[config.mk]
export PLATFORM = sky130hd
export DESIGN_NAME = tx_space_flag
export DESIGN_NICKNAME = d
export VERILOG_FILES = /design/src/pkg/tx_space_flag_pkg.sv /design/src/rtl/pin_sync.sv /design/src/rtl/flag_eval.sv /design/src/rtl/tx_space_flag.sv
export SDC_FILE = /design/constraint.sdc
export NUM_CORES = 1
export LEC_CHECK = 0
export BUFFER_PORTS_ARGS = -buffer_cell sky130_fd_sc_hd__buf_2
export CORE_ASPECT_RATIO = 2
export CORE_MARGIN = 4
export CORE_UTILIZATION = 50
export CTS_CLUSTER_DIAMETER = 80
export DETAILED_ROUTE_END_ITERATION = 10
export HOLD_SLACK_MARGIN = 0.15
export MAX_ROUTING_LAYER = met4
export PLACE_DENSITY = 0.71
export SYNTH_ARGS = -nofsm -noshare
export SYNTH_HDL_FRONTEND = slang
export SYNTH_SLANG_ARGS = --single-unit
[constraint.sdc]
create_clock -name i_clk_sys -period 2.6 [get_ports i_clk_sys]
set_clock_uncertainty 0.2 [all_clocks]
set_input_delay 0.13 -clock i_clk_sys [delete_from_list [all_inputs] [get_ports i_clk_sys]]
set_output_delay 0.13 -clock i_clk_sys [all_outputs]
set_load 0.01 [all_outputs]
[src/pkg/tx_space_flag_pkg.sv]
// Shared constants for the transmit FIFO space flag block
package tx_space_flag_pkg;
    localparam int        NUM_CH      = 4;
    localparam int        CH_W        = 2;
    localparam int        SPACE_W     = 10;
    localparam int        WM_W        = 10;
    localparam int        APB_AW      = 8;
    // Register byte offsets
    localparam logic [7:0] CFG_OFS    = 8'h00;
    localparam logic [7:0] LOW_WM_OFS = 8'h10;
    localparam logic [7:0] HIGH_WM_OFS = 8'h20;
    localparam logic [7:0] STAT_OFS   = 8'h30;
    // Config field positions
    localparam int        CFG_LAT_BIT = 0;
    localparam int        CFG_POS_BIT = 1;
    // Reset values
    localparam logic [1:0]      CFG_RST = 2'h2;
    localparam logic [WM_W-1:0] LOW_WM_RST  = 10'h010;
    localparam logic [WM_W-1:0] HIGH_WM_RST = 10'h008;
endpackage

[src/rtl/pin_sync.sv]
// Two-stage synchroniser for an active-low asynchronous level input
module pin_sync (
    input  wire logic i_clk_sys, // Clock
    input  wire logic i_resetn,  // Async reset, active low
    input  wire logic i_d,       // Asynchronous level
    output logic      o_q        // Synchronised level
);
    logic meta_reg;
    always_ff @(posedge i_clk_sys or negedge i_resetn) begin
        if (!i_resetn) begin
            // Idle high, so no false enable is seen after reset
            meta_reg <= 1'b1;
            o_q      <= 1'b1;
        end else begin
            meta_reg <= i_d;
            o_q      <= meta_reg;
        end
    end
endmodule

[src/rtl/flag_eval.sv]
// Watermark hysteresis evaluation for one FIFO space flag
module flag_eval (
    input  wire logic        i_clk_sys, // Clock
    input  wire logic        i_resetn,  // Async reset, active low
    input  wire logic [9:0]  i_space,   // Free words
    input  wire logic        i_full,    // FIFO full
    input  wire logic [9:0]  i_low_wm,  // Assert threshold
    input  wire logic [9:0]  i_high_wm, // Deassert threshold
    output logic             o_flag     // Space flag
);
    wire do_set = (i_space >= i_low_wm);
    wire do_clr = i_full || (i_space < i_high_wm);
    always_ff @(posedge i_clk_sys or negedge i_resetn) begin
        if (!i_resetn)
            o_flag <= 1'b0;
        else if (do_clr)
            o_flag <= 1'b0;
        else if (do_set)
            o_flag <= 1'b1;
    end
endmodule

[src/rtl/tx_space_flag.sv]
// Transmit FIFO selected and polled space-available flag generator
// Functional notes
// - The polled flag changes only on a rising clock edge.
// - The selected flag is produced only in packet mode, unused in cell mode.
// - The selected flag follows the selected FIFO, not the polled one.
// - The selected flag is high impedance while no transfer is selected.
// - Drive starts three or four cycles after the enable pin falls, per the latency bit; two of those cycles are the synchroniser.
// - The flag asserts when free words reach the low watermark.
// - The flag drops when full or free words fall below the high mark.
// - The deassert watermark comes from a per-channel register.
// - The selected flag changes only on a rising clock edge.
module tx_space_flag
(
    input  wire logic                      i_clk_sys,  // 200 MHz clock
    input  wire logic                      i_resetn,   // Async reset
    input  wire logic                      i_psel,     // APB select
    input  wire logic                      i_penable,  // APB enable
    input  wire logic                      i_pwrite,   // APB write
    input  wire logic [tx_space_flag_pkg::APB_AW-1:0] i_paddr, // APB addr
    input  wire logic [31:0]               i_pwdata,   // APB write data
    output logic      [31:0]               o_prdata,   // APB read data
    output logic                           o_pready,   // APB ready
    output logic                           o_pslverr,  // APB error
    input  wire logic                      i_tx_enb_n, // Transmit enable
    input  wire logic [tx_space_flag_pkg::CH_W-1:0] i_sel_ch, // Sel chan
    input  wire logic [tx_space_flag_pkg::CH_W-1:0] i_poll_ch, // Poll chan
    input  wire logic [tx_space_flag_pkg::NUM_CH*tx_space_flag_pkg::SPACE_W-1:0]
                                           i_fifo_space, // Free words
    input  wire logic [tx_space_flag_pkg::NUM_CH-1:0] i_fifo_full, // Full
    output logic                           o_selected_space_avail,    // Flag
    output logic                           o_selected_space_avail_oe, // OE
    output logic                           o_polled_space_avail       // Flag
);
    import tx_space_flag_pkg::*;

    localparam int CH_WM_STEP = 4;

    logic [1:0]      cfg_reg;
    logic [WM_W-1:0] low_wm_reg  [NUM_CH];
    logic [WM_W-1:0] high_wm_reg [NUM_CH];
    logic            enb_n_sync;
    logic            enb_d1_reg;
    logic            sel_flag_reg;
    logic            poll_flag_reg;

    function automatic logic [SPACE_W-1:0] ch_space(
        input logic [NUM_CH*SPACE_W-1:0] vec,
        input logic [CH_W-1:0]           ch
    );
        ch_space = vec[ch*SPACE_W +: SPACE_W];
    endfunction

    // Enable comes from the link-layer device pin
    pin_sync u_enb_sync (
        .i_clk_sys (i_clk_sys),
        .i_resetn  (i_resetn),
        .i_d       (i_tx_enb_n),
        .o_q       (enb_n_sync)
    );

    // APB decode
    wire             apb_acc  = i_psel && i_penable;
    wire             apb_wr   = apb_acc && i_pwrite;
    wire [CH_W-1:0]  wm_ch    = i_paddr[3:2];
    wire             hit_cfg  = (i_paddr == CFG_OFS);
    wire             hit_low  = (i_paddr[7:4] == LOW_WM_OFS[7:4])
                                && (i_paddr[1:0] == 2'h0);
    wire             hit_high = (i_paddr[7:4] == HIGH_WM_OFS[7:4])
                                && (i_paddr[1:0] == 2'h0);
    wire             hit_stat = (i_paddr == STAT_OFS);
    wire             hit_any  = hit_cfg || hit_low || hit_high || hit_stat;
    wire [31:0]      rd_mux   =
        hit_cfg  ? {30'h0, cfg_reg} :
        hit_low  ? {22'h0, low_wm_reg[wm_ch]} :
        hit_high ? {22'h0, high_wm_reg[wm_ch]} :
        hit_stat ? {29'h0, !enb_n_sync, poll_flag_reg, sel_flag_reg} :
                   32'h0;

    always_ff @(posedge i_clk_sys or negedge i_resetn) begin
        if (!i_resetn)
            cfg_reg <= CFG_RST;
        else if (apb_wr && hit_cfg)
            cfg_reg <= i_pwdata[1:0];
    end

    // Per-channel watermark registers
    always_ff @(posedge i_clk_sys or negedge i_resetn) begin
        if (!i_resetn) begin
            for (int i = 0; i < NUM_CH; i++) begin
                low_wm_reg[i]  <= LOW_WM_RST;
                high_wm_reg[i] <= HIGH_WM_RST;
            end
        end else if (apb_wr && hit_low) begin
            low_wm_reg[wm_ch] <= i_pwdata[WM_W-1:0];
        end else if (apb_wr && hit_high) begin
            high_wm_reg[wm_ch] <= i_pwdata[WM_W-1:0];
        end
    end

    // Zero-wait APB answers in the access cycle
    always_ff @(posedge i_clk_sys or negedge i_resetn) begin
        if (!i_resetn) begin
            o_pready  <= 1'b0;
            o_pslverr <= 1'b0;
            o_prdata  <= 32'h0;
        end else begin
            o_pready  <= i_psel && !i_penable;
            o_pslverr <= i_psel && !i_penable && !hit_any;
            o_prdata  <= (i_psel && !i_penable) ? rd_mux : 32'h0;
        end
    end

    // Flag evaluation, selected channel independent of polled channel
    wire sel_eval;
    wire poll_eval;
    flag_eval u_sel_eval (
        .i_clk_sys (i_clk_sys),
        .i_resetn  (i_resetn),
        .i_space   (ch_space(i_fifo_space, i_sel_ch)),
        .i_full    (i_fifo_full[i_sel_ch]),
        .i_low_wm  (low_wm_reg[i_sel_ch]),
        .i_high_wm (high_wm_reg[i_sel_ch]),
        .o_flag    (sel_eval)
    );
    flag_eval u_poll_eval (
        .i_clk_sys (i_clk_sys),
        .i_resetn  (i_resetn),
        .i_space   (ch_space(i_fifo_space, i_poll_ch)),
        .i_full    (i_fifo_full[i_poll_ch]),
        .i_low_wm  (low_wm_reg[i_poll_ch]),
        .i_high_wm (high_wm_reg[i_poll_ch]),
        .o_flag    (poll_eval)
    );

    wire pos_mode  = cfg_reg[CFG_POS_BIT];
    wire lat_two   = cfg_reg[CFG_LAT_BIT];
    wire enb_act   = !enb_n_sync;
    // One cycle after enable for latency 0, two for latency 1
    wire drive_nxt = pos_mode && enb_act
                     && (lat_two ? enb_d1_reg : 1'b1);

    always_ff @(posedge i_clk_sys or negedge i_resetn) begin
        if (!i_resetn) begin
            enb_d1_reg <= 1'b0;
        end else begin
            enb_d1_reg <= enb_act;
        end
    end

    always_ff @(posedge i_clk_sys or negedge i_resetn) begin
        if (!i_resetn) begin
            o_selected_space_avail_oe <= 1'b0;
            o_selected_space_avail    <= 1'b0;
            o_polled_space_avail      <= 1'b0;
            sel_flag_reg              <= 1'b0;
            poll_flag_reg             <= 1'b0;
        end else begin
            o_selected_space_avail_oe <= drive_nxt;
            o_selected_space_avail    <= drive_nxt && sel_eval;
            o_polled_space_avail      <= poll_eval;
            sel_flag_reg              <= sel_eval;
            poll_flag_reg             <= poll_eval;
        end
    end

    // Free words of the selected and polled channels, for the checks below
    wire [SPACE_W-1:0] sel_space  = ch_space(i_fifo_space, i_sel_ch);
    wire [SPACE_W-1:0] poll_space = ch_space(i_fifo_space, i_poll_ch);

    property p_oe_off_when_idle;
        @(posedge i_clk_sys) disable iff (!i_resetn)
        !enb_act |=> !o_selected_space_avail_oe;
    endproperty
    a_oe_off_when_idle: assert property (p_oe_off_when_idle)
        else $error("selected flag driven while not selected");

    property p_cell_mode_off;
        @(posedge i_clk_sys) disable iff (!i_resetn)
        !pos_mode |=> !o_selected_space_avail_oe;
    endproperty
    a_cell_mode_off: assert property (p_cell_mode_off)
        else $error("selected flag driven in cell mode");

    property p_lat_one;
        @(posedge i_clk_sys) disable iff (!i_resetn)
        (pos_mode && !lat_two && $rose(enb_act))
            |=> o_selected_space_avail_oe;
    endproperty
    a_lat_one: assert property (p_lat_one)
        else $error("selected flag not driven after one cycle");

    property p_lat_two;
        @(posedge i_clk_sys) disable iff (!i_resetn)
        (pos_mode && lat_two && $rose(enb_act) && $stable(cfg_reg))
            |=> !o_selected_space_avail_oe ##1
                (o_selected_space_avail_oe || !enb_act);
    endproperty
    a_lat_two: assert property (p_lat_two)
        else $error("selected flag drive timing wrong for latency two");

    property p_full_clears;
        @(posedge i_clk_sys) disable iff (!i_resetn)
        i_fifo_full[i_sel_ch] |=> !sel_eval;
    endproperty
    a_full_clears: assert property (p_full_clears)
        else $error("selected flag set while FIFO full");

    property p_set_on_space;
        @(posedge i_clk_sys) disable iff (!i_resetn)
        (ch_space(i_fifo_space, i_sel_ch) >= low_wm_reg[i_sel_ch]
         && ch_space(i_fifo_space, i_sel_ch) >= high_wm_reg[i_sel_ch]
         && !i_fifo_full[i_sel_ch]) |=> sel_eval;
    endproperty
    a_set_on_space: assert property (p_set_on_space)
        else $error("selected flag not set above low watermark");

    property p_below_high;
        @(posedge i_clk_sys) disable iff (!i_resetn)
        (ch_space(i_fifo_space, i_sel_ch) < high_wm_reg[i_sel_ch])
            |=> !sel_eval;
    endproperty
    a_below_high: assert property (p_below_high)
        else $error("selected flag set below high watermark");

    property p_sel_follows;
        @(posedge i_clk_sys) disable iff (!i_resetn)
        o_selected_space_avail_oe |-> o_selected_space_avail
            == $past(sel_eval);
    endproperty
    a_sel_follows: assert property (p_sel_follows)
        else $error("selected flag does not track selected FIFO");

    property p_poll_follows;
        @(posedge i_clk_sys) disable iff (!i_resetn)
        ##1 o_polled_space_avail == $past(poll_eval);
    endproperty
    a_poll_follows: assert property (p_poll_follows)
        else $error("polled flag does not track polled FIFO");

    property p_oe_stands;
        @(posedge i_clk_sys) disable iff (!i_resetn)
        (pos_mode && enb_act && $past(enb_act))
            |=> o_selected_space_avail_oe;
    endproperty
    a_oe_stands: assert property (p_oe_stands)
        else $error("selected flag drive dropped while selected");

    property p_flag_needs_oe;
        @(posedge i_clk_sys) disable iff (!i_resetn)
        o_selected_space_avail |-> o_selected_space_avail_oe;
    endproperty
    a_flag_needs_oe: assert property (p_flag_needs_oe)
        else $error("selected flag high while not driven");

    property p_flag_idle_low;
        @(posedge i_clk_sys) disable iff (!i_resetn)
        !enb_act |=> !o_selected_space_avail;
    endproperty
    a_flag_idle_low: assert property (p_flag_idle_low)
        else $error("selected flag high while not selected");

    property p_cell_no_flag;
        @(posedge i_clk_sys) disable iff (!i_resetn)
        !pos_mode |=> !o_selected_space_avail;
    endproperty
    a_cell_no_flag: assert property (p_cell_no_flag)
        else $error("selected flag high in cell mode");

    property p_full_drops_flag;
        @(posedge i_clk_sys) disable iff (!i_resetn)
        i_fifo_full[i_sel_ch] |=> ##1 !o_selected_space_avail;
    endproperty
    a_full_drops_flag: assert property (p_full_drops_flag)
        else $error("selected flag shown high for a full FIFO");

    property p_space_raises_flag;
        @(posedge i_clk_sys) disable iff (!i_resetn)
        (sel_space >= low_wm_reg[i_sel_ch]
         && sel_space >= high_wm_reg[i_sel_ch]
         && !i_fifo_full[i_sel_ch])
            |=> ##1 (o_selected_space_avail || !o_selected_space_avail_oe);
    endproperty
    a_space_raises_flag: assert property (p_space_raises_flag)
        else $error("selected flag not shown above low watermark");

    property p_low_space_drops;
        @(posedge i_clk_sys) disable iff (!i_resetn)
        (sel_space < high_wm_reg[i_sel_ch]) |=> ##1 !o_selected_space_avail;
    endproperty
    a_low_space_drops: assert property (p_low_space_drops)
        else $error("selected flag shown high below high watermark");

    property p_poll_full_low;
        @(posedge i_clk_sys) disable iff (!i_resetn)
        i_fifo_full[i_poll_ch] |=> ##1 !o_polled_space_avail;
    endproperty
    a_poll_full_low: assert property (p_poll_full_low)
        else $error("polled flag shown high for a full FIFO");

    property p_poll_space_high;
        @(posedge i_clk_sys) disable iff (!i_resetn)
        (poll_space >= low_wm_reg[i_poll_ch]
         && poll_space >= high_wm_reg[i_poll_ch]
         && !i_fifo_full[i_poll_ch]) |=> ##1 o_polled_space_avail;
    endproperty
    a_poll_space_high: assert property (p_poll_space_high)
        else $error("polled flag not shown above low watermark");
endmodule

# [Yosys cells after proc, flatten, opt, wreduce, memory -nomap -nowiden]
# Cells that the tools add are included.
[totals] register_bits=103 latchBits=0 mem_bits_rw=0 romBits=0 out_inout_bits=37 wordCells=104 n_memories=0
[op_classes] addsub=0 mul=2 div=0 order_cmp=10 eq_ne=3 n_shift=2 n_mux=36 bitwise=4 reduce_logical=26
[ops] op="$mux W10" n=17
[ops] op="$bmux W10 S2" n=6
[ops] op="$bwmux W40" n=2
[ops] op="$shiftx A40 B7 Y10" n=2
[ops] op="$demux W10 S2" n=1
[ops] op="$ge A10 B10 Y1" n=2
[ops] op="$lt A10 B10 Y1" n=2
[ops] op="$logic_and A1 B1 Y1" n=13
[ops] op="$mul A2 B3 Y5 const B" n=2
[ops] op="$ge A3 B3 Y1 const B" n=3
[ops] op="$not A2 Y3" n=3
[ops] op="$eq A8 B6 Y1 const B" n=1
[ops] op="$logic_not A8 Y1" n=1
[ops] op="$mux W1" n=7
[ops] op="$lt A2 B3 Y1 const B" n=2
[ops] op="$logic_or A1 B1 Y1" n=5
[ops] op="$bmux W1 S2" n=2
[ops] op="$eq A4 B1 Y1 const B" n=1
[ops] op="$eq A4 B2 Y1 const B" n=1
[ops] op="$reduce_bool A2 Y1" n=2
[ops] op="$logic_not A1 Y1" n=3
[ops] op="$lt A3 B1 Y1 const B" n=1
[ops] op="$mux W3" n=1
[ops] op="$logic_not A2 Y1" n=1
[ops] op="2 further kinds" n=2

# [Logic depth before layout (Yosys ltp)]
# Gate-level depths: netlist of the first run.
[depth] word_depth=8 depth_mapped=9 ltp_nobuf=7

# [By module]
# From an unflattened synthesis of the first run, not the netlist that was laid out.
[unflattened] cells_unflattened=516 area_unflattened_um2=7111.8
[by_module_without_submodules] module="tx_space_flag" n_inst=1 cells_each=382 area_each_um2=6038.3 seq_area_each_um2=2488.6
[by_module_without_submodules] module="flag_eval" n_inst=2 cells_each=66 area_each_um2=510.5 seq_area_each_um2=25.0
[by_module_without_submodules] module="pin_sync" n_inst=1 cells_each=2 area_each_um2=52.6 seq_area_each_um2=52.6

# [Least setup slack after synthesis of the first run]
# No wires, ideal clock.
[synth_timing] path_type="input-to-reg" start="input i_sel_ch[0] in the netlist's numbering" end="register u_sel_eval.o_flag" setup_ps=99 arrival_ps=2123 required_time_ps=2301 setup_slack_ps=178 cell_stages=8 n_path_buf=2 path_cell_list="clkbuf_1 > buf_2 > mux4_2 > ha_1 > nand4_1 > nor3_1 > o21ai_0 > a311oi_1"
[synth_via] elab_chain_len=7 elab_cells_between_ends=16 classes_between="1 x mul; 2 x order compare; 1 x shift; 9 x mux; 1 x bitwise; 2 x reduce/logical"
[synth_rtl] element="start: declaration" line="tx_space_flag.sv:25" text="input wire logic [tx_space_flag_pkg::CH_W-1:0] i_sel_ch,"
[synth_rtl] element="branches (longest 7 deep; another with $lt A10 B10 Y1)"
[synth_rtl] element="end signal: assignment" line="flag_eval.sv:15" text="o_flag <= 1'b0;"
[synth_rtl] element="end signal: assignment" line="flag_eval.sv:17" text="o_flag <= 1'b0;"
[synth_rtl] element="end signal: assignment" line="flag_eval.sv:19" text="o_flag <= 1'b1;"
[synth_rtl] element="end: declaration" line="flag_eval.sv:9" text="output logic o_flag"
# Parallel ways; which one is timed is not known. The select of a mux whose other input is x is not followed.
# A chain may end at the register's enable or synchronous reset.

# [Final worst setup path of the first run]
[layout_timing] start="input i_paddr[6] in the netlist's numbering" end="register o_prdata[0]"
[layout_via] elab_chain_len=6 elab_cells_between_ends=11 classes_between="3 x eq/ne; 5 x mux; 3 x reduce/logical"
[layout_rtl] element="start: declaration" line="tx_space_flag.sv:19" text="input wire logic [tx_space_flag_pkg::APB_AW-1:0] i_paddr,"
[layout_rtl] element="$eq A8 B6 Y1 or $eq A4 B2 Y1 (tied branches)" line="tx_space_flag.sv:70, tx_space_flag.sv:68"
[layout_rtl] element="$mux W3 or $logic_and A1 B1 Y1 (tied branches)" line="tx_space_flag.sv:76, tx_space_flag.sv:69"
[layout_rtl] element="$mux W10" line="tx_space_flag.sv:75" text="hit_high ? {22'h0, high_wm_reg[wm_ch]} :"
[layout_rtl] element="$mux W10" line="tx_space_flag.sv:74" text="hit_low ? {22'h0, low_wm_reg[wm_ch]} :"
[layout_rtl] element="$mux W10 (*)" line="tx_space_flag.sv:73" text="hit_cfg ? {30'h0, cfg_reg} :"
[layout_rtl] element="$mux W10 (*)" line="tx_space_flag.sv:109" text="o_prdata <= (i_psel && !i_penable) ? rd_mux : 32'h0;"
[layout_rtl] element="end signal: assignment" line="tx_space_flag.sv:109"
[layout_rtl] element="end: declaration" line="tx_space_flag.sv:21" text="output logic [31:0] o_prdata,"
# Mark *: on every way between the ends. The rest lies on a longest branch, timed or not.

==> reports/qor.csv, run 1 <==
stage,metric,value,unit
run_status,outcome,"finished, final reports clean",
clock_network,htree_levels,3,
logic_synthesis,syn_avg_cell_area,13.51,sq um
placement,place_hpwl,13440,um
floorplan,die_y,176.5,um
sta,drv_slew,0,
route,drt_pre_antenna_iters,4,
logic_synthesis,synth_top_cell_by_area,dfrtp_1,
logic_synthesis,syn_area,0.007094,sq mm
placement,dp_slack,0.2020,ns
pwr,leakage,3.759,nW
logic_synthesis,synth_top_area_share,32.45,%
sta,grt_setup_unrepaired,false,
floorplan,row_count,61,
logic_synthesis,yosysWarnings,0,
sta,fin_crit_sh,94.75,%
pwr,power_density,432.4,mW/mm^2
grt,grt.total_usage,23.42,%
pwr,vdd_ir_drop_max,308.6,uV
logic_synthesis,synthDistinctLibCells,44,
finish,area_delta_synth_final,17.53,%
pwr,power,0.003605,W
grt,use_met3,2.814,%
finish,fin_util,60.03,%
sta,relSlewSlack,29.24,%
setup_path,crit_top_cell,dlygate4sd3_1,
logic_synthesis,synth_ff_type,dfrtp_1,
logic_synthesis,synth_edf_count,0,
grt,grt_use_met2,42.22,%
clock_network,clk_path_buf_depth,2,
clock_network,cts.reportedPaths.clkPinSlew,0.07,ns
grt,grt-busiest-layer,met2,
job,drv_cap,0,
setup_path,cp_cell_sequence,dlygate4sd3_1 -> buf_2 -> nor4_4 -> dlygate4sd3_1 -> nand2_1 -> a21oi_1 -> dlygate4sd3_1,
clock_network,post_cts_buffers,0,
route,final_antenna_net_count,0,
grt,grt_pass1_vias,5291,
grt,grt_overflow_total,0,
finish,drive_gt1_share,47.37,%
sta,layout_setup_ws,0.1364,ns
grt,grt_use_met1,25.48,%
sta,finalSetupTns,0,ns
sta,hold_viol,0,
finish,fillers,1115,
setup_path,critPathTopFamily,buffers and inverters,
grt,grt_pass1_wl,28140,um
logic_synthesis,ys_seq_area_share,36.53,%
setup_path,cpMaxStageDelayCell,dlygate4sd3_1,
grt,antenna_found_initial,0,
route,vias,4988,
route,wl_per_cell,21.39,um
setup_path,startpoint_type,input port,
floorplan,dieArea,0.01627,sq mm
clock_network,cts_tree,yes,
grt,grt_max_degree,77,
sta,max_freq,405.9,MHz
sta,fin_crit,2.464,ns
setup_path,cp.arrival,2.55,ns
setup_path,critPathKind,input port to flop,
clock_network,cts_sinks,103,
setup_path,cp_slowest_stage_delay,0.68,ns
finish,n_antenna_cell,0,
logic_synthesis,async_flop_share,100.0,%
logic_synthesis,ys_ff_latch,103,
placement,place.gp.congestion,0.8904,
logic_synthesis,synth_area_leaders,"dfrtp_1 32%, mux4_2 25%, mux2_2 12%",
floorplan,pin_count,131,
logic_synthesis,syn_inst,525,
setup_path,worstPathRequired,2.68,ns
hold_path,hold_path.class,input port to async pin,
floorplan,die_w,92.23,um
setup_path,cp_max_fo,5,
route,drt_iter0_markers,279,
floorplan,start_util,51.07,%
floorplan,coreArea,0.01389,sq mm
clock_network,clk-insertion-delay-late,0.35,ns
setup_path,path_buf_inv,4,
route,vias_per_cell,5.974,
sta,worst_slew_pin_slew,1.058,ns
placement,port_buffers,86,
sta,setup_viol,0,
clock_network,cts_made_buffers,9,
finish,layout.nets,773,
setup_path,end_kind,flop,
clock_network,cts-root-buf,clkbuf_16,
route,postRouteWirelength,17860,um
route,route.detailed.drc,0,
## layout by cell type (no fill, tap or decap), types with 8 or more instances in the layout
master          n
a21oi_1        18
dlygate4sd3_1  25
mux4_2         80
mux2_4         10
dfrtp_1        92
mux2_2         76
conb_1         22
nor2_1         17
clkbuf_16       9
dfstp_2        11
ha_1           38
o21ai_0         8
buf_4          18
buf_2          85
inv_1          42
nand2_1        13
## cell usage after synthesis (all sizes together) (2+ instances only)
cell    count
dfrtp      92
mux2       86
mux4       80
buf        44
inv        42
ha         38
a21oi      18
nor2       18
nand2      13
dfstp      11
o21ai       8
clkbuf      7
mux2i       7
nand3       6
nand4       6
nor2b       5
a211oi      4
a21o        4
and3        4
nor3        4
nor3b       4
a22oi       3
o211ai      3
and2        2
nand3b      2
nand4b      2
## report_power, final
group / total (W) / switching (W) / internal, W
Clock: 0.00130 / 0.000640 / 0.000662
Sequential: 0.00167 / 0.0000311 / 0.00164
Combinational: 0.000634 / 0.000328 / 0.000306
Total: 0.00361 / 0.000999 / 0.00261
## routing by layer
metal,part of all wire [%],vias to the layer above
met1,35,2567
met5,0,-
met4,4.0,0
met2,56,189
met3,5.1,37
li1,-,2195
## through the flow
stage	cell area (sq um)	hold WS (ns)	std cells
after floorplan	7173	-0.3656	546
after global placement	7805	-0.1343	794
after detailed placement	7805	-0.1281	794
after CTS	8348	0.1603	836
after global routing	8338	0.1654	835
final	8338	0.1479	835
## final cells by class
type                    count  area (sq um)  share of cell area (%)
inverters                  42         157.7                   1.891
repair buffers            135         950.9                   11.40
multi-input cells         350          4119                   49.40
clock buffers               9         225.2                   2.701
clock inverters             7         57.56                  0.6903
flip-flops and latches    103          2591                   31.08
well taps                 189         236.5                   2.836
## tightest hold or removal path: cells and delay by family
family | cells | cell delay (ns)
buffers and inverters | 3 | 0.99
## kinds of logic after synthesis
logic type	Yosys count	share of synthesized area (%)
adders and majority gates	38	6.702
buffers and inverters	93	6.526
AOI/OAI and AO/OA	45	3.951
xor gates and xnor gates	1	0.1235
other	1	0.05286
and+or+nand+nor	71	5.556
DFF	103	36.53
muxes	173	40.56
## what timing repair did
action | CTS | global route
resized for setup | 0 | 0
hold buffers | 26 | 0
setup endpoints to repair | 0 | 1
endpoints found under the hold margin | 185 | 0
## worst paths after layout
kind,depth (start not counted),to,slack (ns),start
max in group asynchronous,3,low_wm_reg[13],0.65,i_resetn
hold / removal,3,high_wm_reg[21],0.15,i_resetn
setup / recovery,7,o_prdata[0],0.14,i_paddr[6]
min in group i_clk_sys,0,u_enb_sync.o_q,0.16,u_enb_sync.meta_reg
setup reg to reg,7,u_sel_eval.o_flag,0.37,high_wm_reg[9]
hold reg to reg,0,u_enb_sync.o_q,0.16,u_enb_sync.meta_reg
(Power assumes the default switching activity.)
==> run 2: changes to the inputs <==
Clock period 2.6 ns to 2.4 ns, I/O delays scaled along.
==> run 2 against run 1 <==
Register-to-register slack got worse by 0.28 ns. Clock power increased by 15%. Combinational power increased by 9.0%. Sequential power increased by 8%. Via count increased by 0.74%. Global-route usage increased by 0.75 points. Critical endpoint is now u_sel_eval.o_flag. Hold slack improved by 0.016 ns. Die area unchanged. Flip-flop and latch count unchanged. Setup slack got worse by 0.046 ns. First-iteration DRC count increased by 16%.
==> reports/qor.csv, run 2 (synthesis gave the netlist of run 1 again) <==
stage,metric,value,unit
floorplan,pin_count,131,
sta,fin_crit_sh,96.22,%
sta,relSlewSlack,61.97,%
pwr,switchingPower,0.001058,W
pwr,sw_frac_of_total,26.55,%
finish,fin_util,60.63,%
pwr,leakage,3.797,nW
setup_path,endpoint,u_sel_eval.o_flag,
setup_path,critPathKind,flop to flop,
placement,place.gp.congestion,0.8882,
sta,hold_slack,0.1638,ns
clock_network,clk_path_buf_depth,2,
route,vias,5025,
finish,multi_input_area,0.004119,sq mm
route,postRouteWirelength,18120,um
route,route.detailed.drc,0,
sta,grt_setup_unrepaired,false,
sta,drv_slew,0,
setup_path,r2r_setup_slack,0.09,ns
floorplan,dieArea,0.01627,sq mm
grt,grt_pass1_vias,5445,
sta,finalSetupTns,0,ns
pwr,power_density,473.2,mW/mm^2
setup_path,reg2reg_to,u_sel_eval.o_flag,
grt,antenna_found_initial,0,
run_status,outcome,"finished, final reports clean",
route,drt_pre_antenna_iters,4,
route,vias_per_cell,5.982,
job,drv_cap,0,
setup_path,cp_max_fo,4,
pwr,seqPwrFrac,45.4,%
grt,grt.total_usage,24.16,%
placement,place_hpwl,13610,um
clock_network,cts_made_buffers,9,
finish,drive_gt1_share,47.31,%
setup_path,ff2ff_path_depth,7,
grt,grt_pass1_wl,29140,um
pwr,vdd_ir_drop_max,312.9,uV
floorplan,coreArea,0.01389,sq mm
finish,layout.nets,778,
setup_path,cp.arrival,2.35,ns
finish,final_cell_mix,"92 x dfrtp_1, 85 x buf_2, 80 x mux4_2, 76 x mux2_2, 42 x inv_1",
pwr,clkPwrFrac,37.3,%
sta,worst_slew_pin_slew,0.5689,ns
finish,mostFrequentLayoutCell,dfrtp_1,
floorplan,die_w,92.23,um
hold_path,hold_path.class,flop to flop,
setup_path,startpoint_type,flop,
setup_path,end_kind,flop,
grt,grt_overflow_total,0,
sta,fin_crit,2.309,ns
sta,max_freq,433.0,MHz
clock_network,cts.reportedPaths.clkPinSlew,0.07,ns
setup_path,startpoint,high_wm_reg[9],
floorplan,row_count,61,
floorplan,start_util,51.07,%
sta,setup_viol,0,
pwr,p_int,0.002927,W
finish,seqCellArea,0.002591,sq mm
setup_path,worstPathRequired,2.44,ns
grt,grt_max_degree,48,
finish,fillers,1105,
route,final_antenna_net_count,0,
floorplan,die_y,176.5,um
clock_network,post_cts_buffers,0,
finish,design_area,0.008422,sq mm
finish,n_antenna_cell,0,
route,wl_per_cell,21.57,um
placement,post_dp_cell_area,0.007853,sq mm
clock_network,cts_sinks,103,
route,drt_iter0_markers,323,
setup_path,worstReg2RegStart,high_wm_reg[9],
finish,final-instance-count-excl-fill,840,
placement,port_buffers,86,
sta,hold_viol,0,
clock_network,cts_tree,yes,
placement,placed_cells,797,
clock_network,cts-root-buf,clkbuf_16,
clock_network,htree_levels,3,
clock_network,clk-insertion-delay-late,0.35,ns
finish,area_delta_synth_final,18.71,%
pwr,power_frac_comb,17.3,%
## run 2: cell count changes in the layout (fill, tap and decap cells not counted)
cell / change
clkbuf_1: +1
inv_6: +1
bufinv_16: +1
buf_12: +2
clkinv_4: -2
inv_8: -1
buf_4: +1
dlymetal6s4s_1: +1
dlygate4sd3_1: +1
## run 2: through the flow
step	setup WS, ns	power (W)
global route	0.003346	0.004143
CTS	0.07847	0.004011
floorplan	0.007895	0.002253
global placement	0.002309	0.002467
detailed placement	-0.04945	0.002492
finish	0.09070	0.003985
## run 2: what timing repair did
action / in CTS / in global routing
endpoints found under the setup margin: 0 / 9
hold buffers: 27 / 0
resized for setup: 0 / 1
hold endpoints to repair: 189 / 0
## run 2: worst max-delay path, cell delays in order (launching register included)
cell and delay, ns:
dfrtp_1 0.40, mux4_2 0.51, inv_1 0.07, ha_1 0.15, nand4_1 0.21, nor3_1 0.21
o21ai_0 0.15, a311oi_1 0.30
## run 2: how the worst min path moves through the flow
stage                                   start              to  slack [ns]  cells after the start
final                     u_enb_sync.meta_reg  u_enb_sync.o_q        0.16                      0
after global routing      u_enb_sync.meta_reg  u_enb_sync.o_q        0.16                      0
after CTS                 u_enb_sync.meta_reg  u_enb_sync.o_q        0.16                      0
after detailed placement             i_resetn        o_pready       -0.03                      1
after global placement               i_resetn       o_pslverr       -0.04                      1
after floorplan                      i_resetn      cfg_reg[0]       -0.38                      0
## run 2: layout make-up
| cell class | count | area share [%] |
|---|---|---|
| well taps | 189 | 2.808 |
| flip-flops and latches | 103 | 30.77 |
| multi-input cells | 350 | 48.91 |
| inverters | 42 | 1.872 |
| clock buffers | 10 | 2.719 |
| repair buffers | 140 | 12.12 |
| clock inverters | 6 | 0.8023 |
## run 2: power by group through the flow
stage               Sequential [W]  Clock, W  Combinational, W
floorplan                  0.00183         0          0.000425
global placement           0.00184         0          0.000629
detailed placement         0.00184         0          0.000651
CTS                        0.00181   0.00151          0.000689
global route               0.00181   0.00158          0.000755
finish                     0.00181   0.00149          0.000691
## run 2: layer usage
layer	vias up	track usage, %	routed length, um
met5	-	-	0
met4	0	10.11	735
met3	42	2.985	838
met2	190	43.01	10000
met1	2588	27.21	6546
li1	2205	-	-
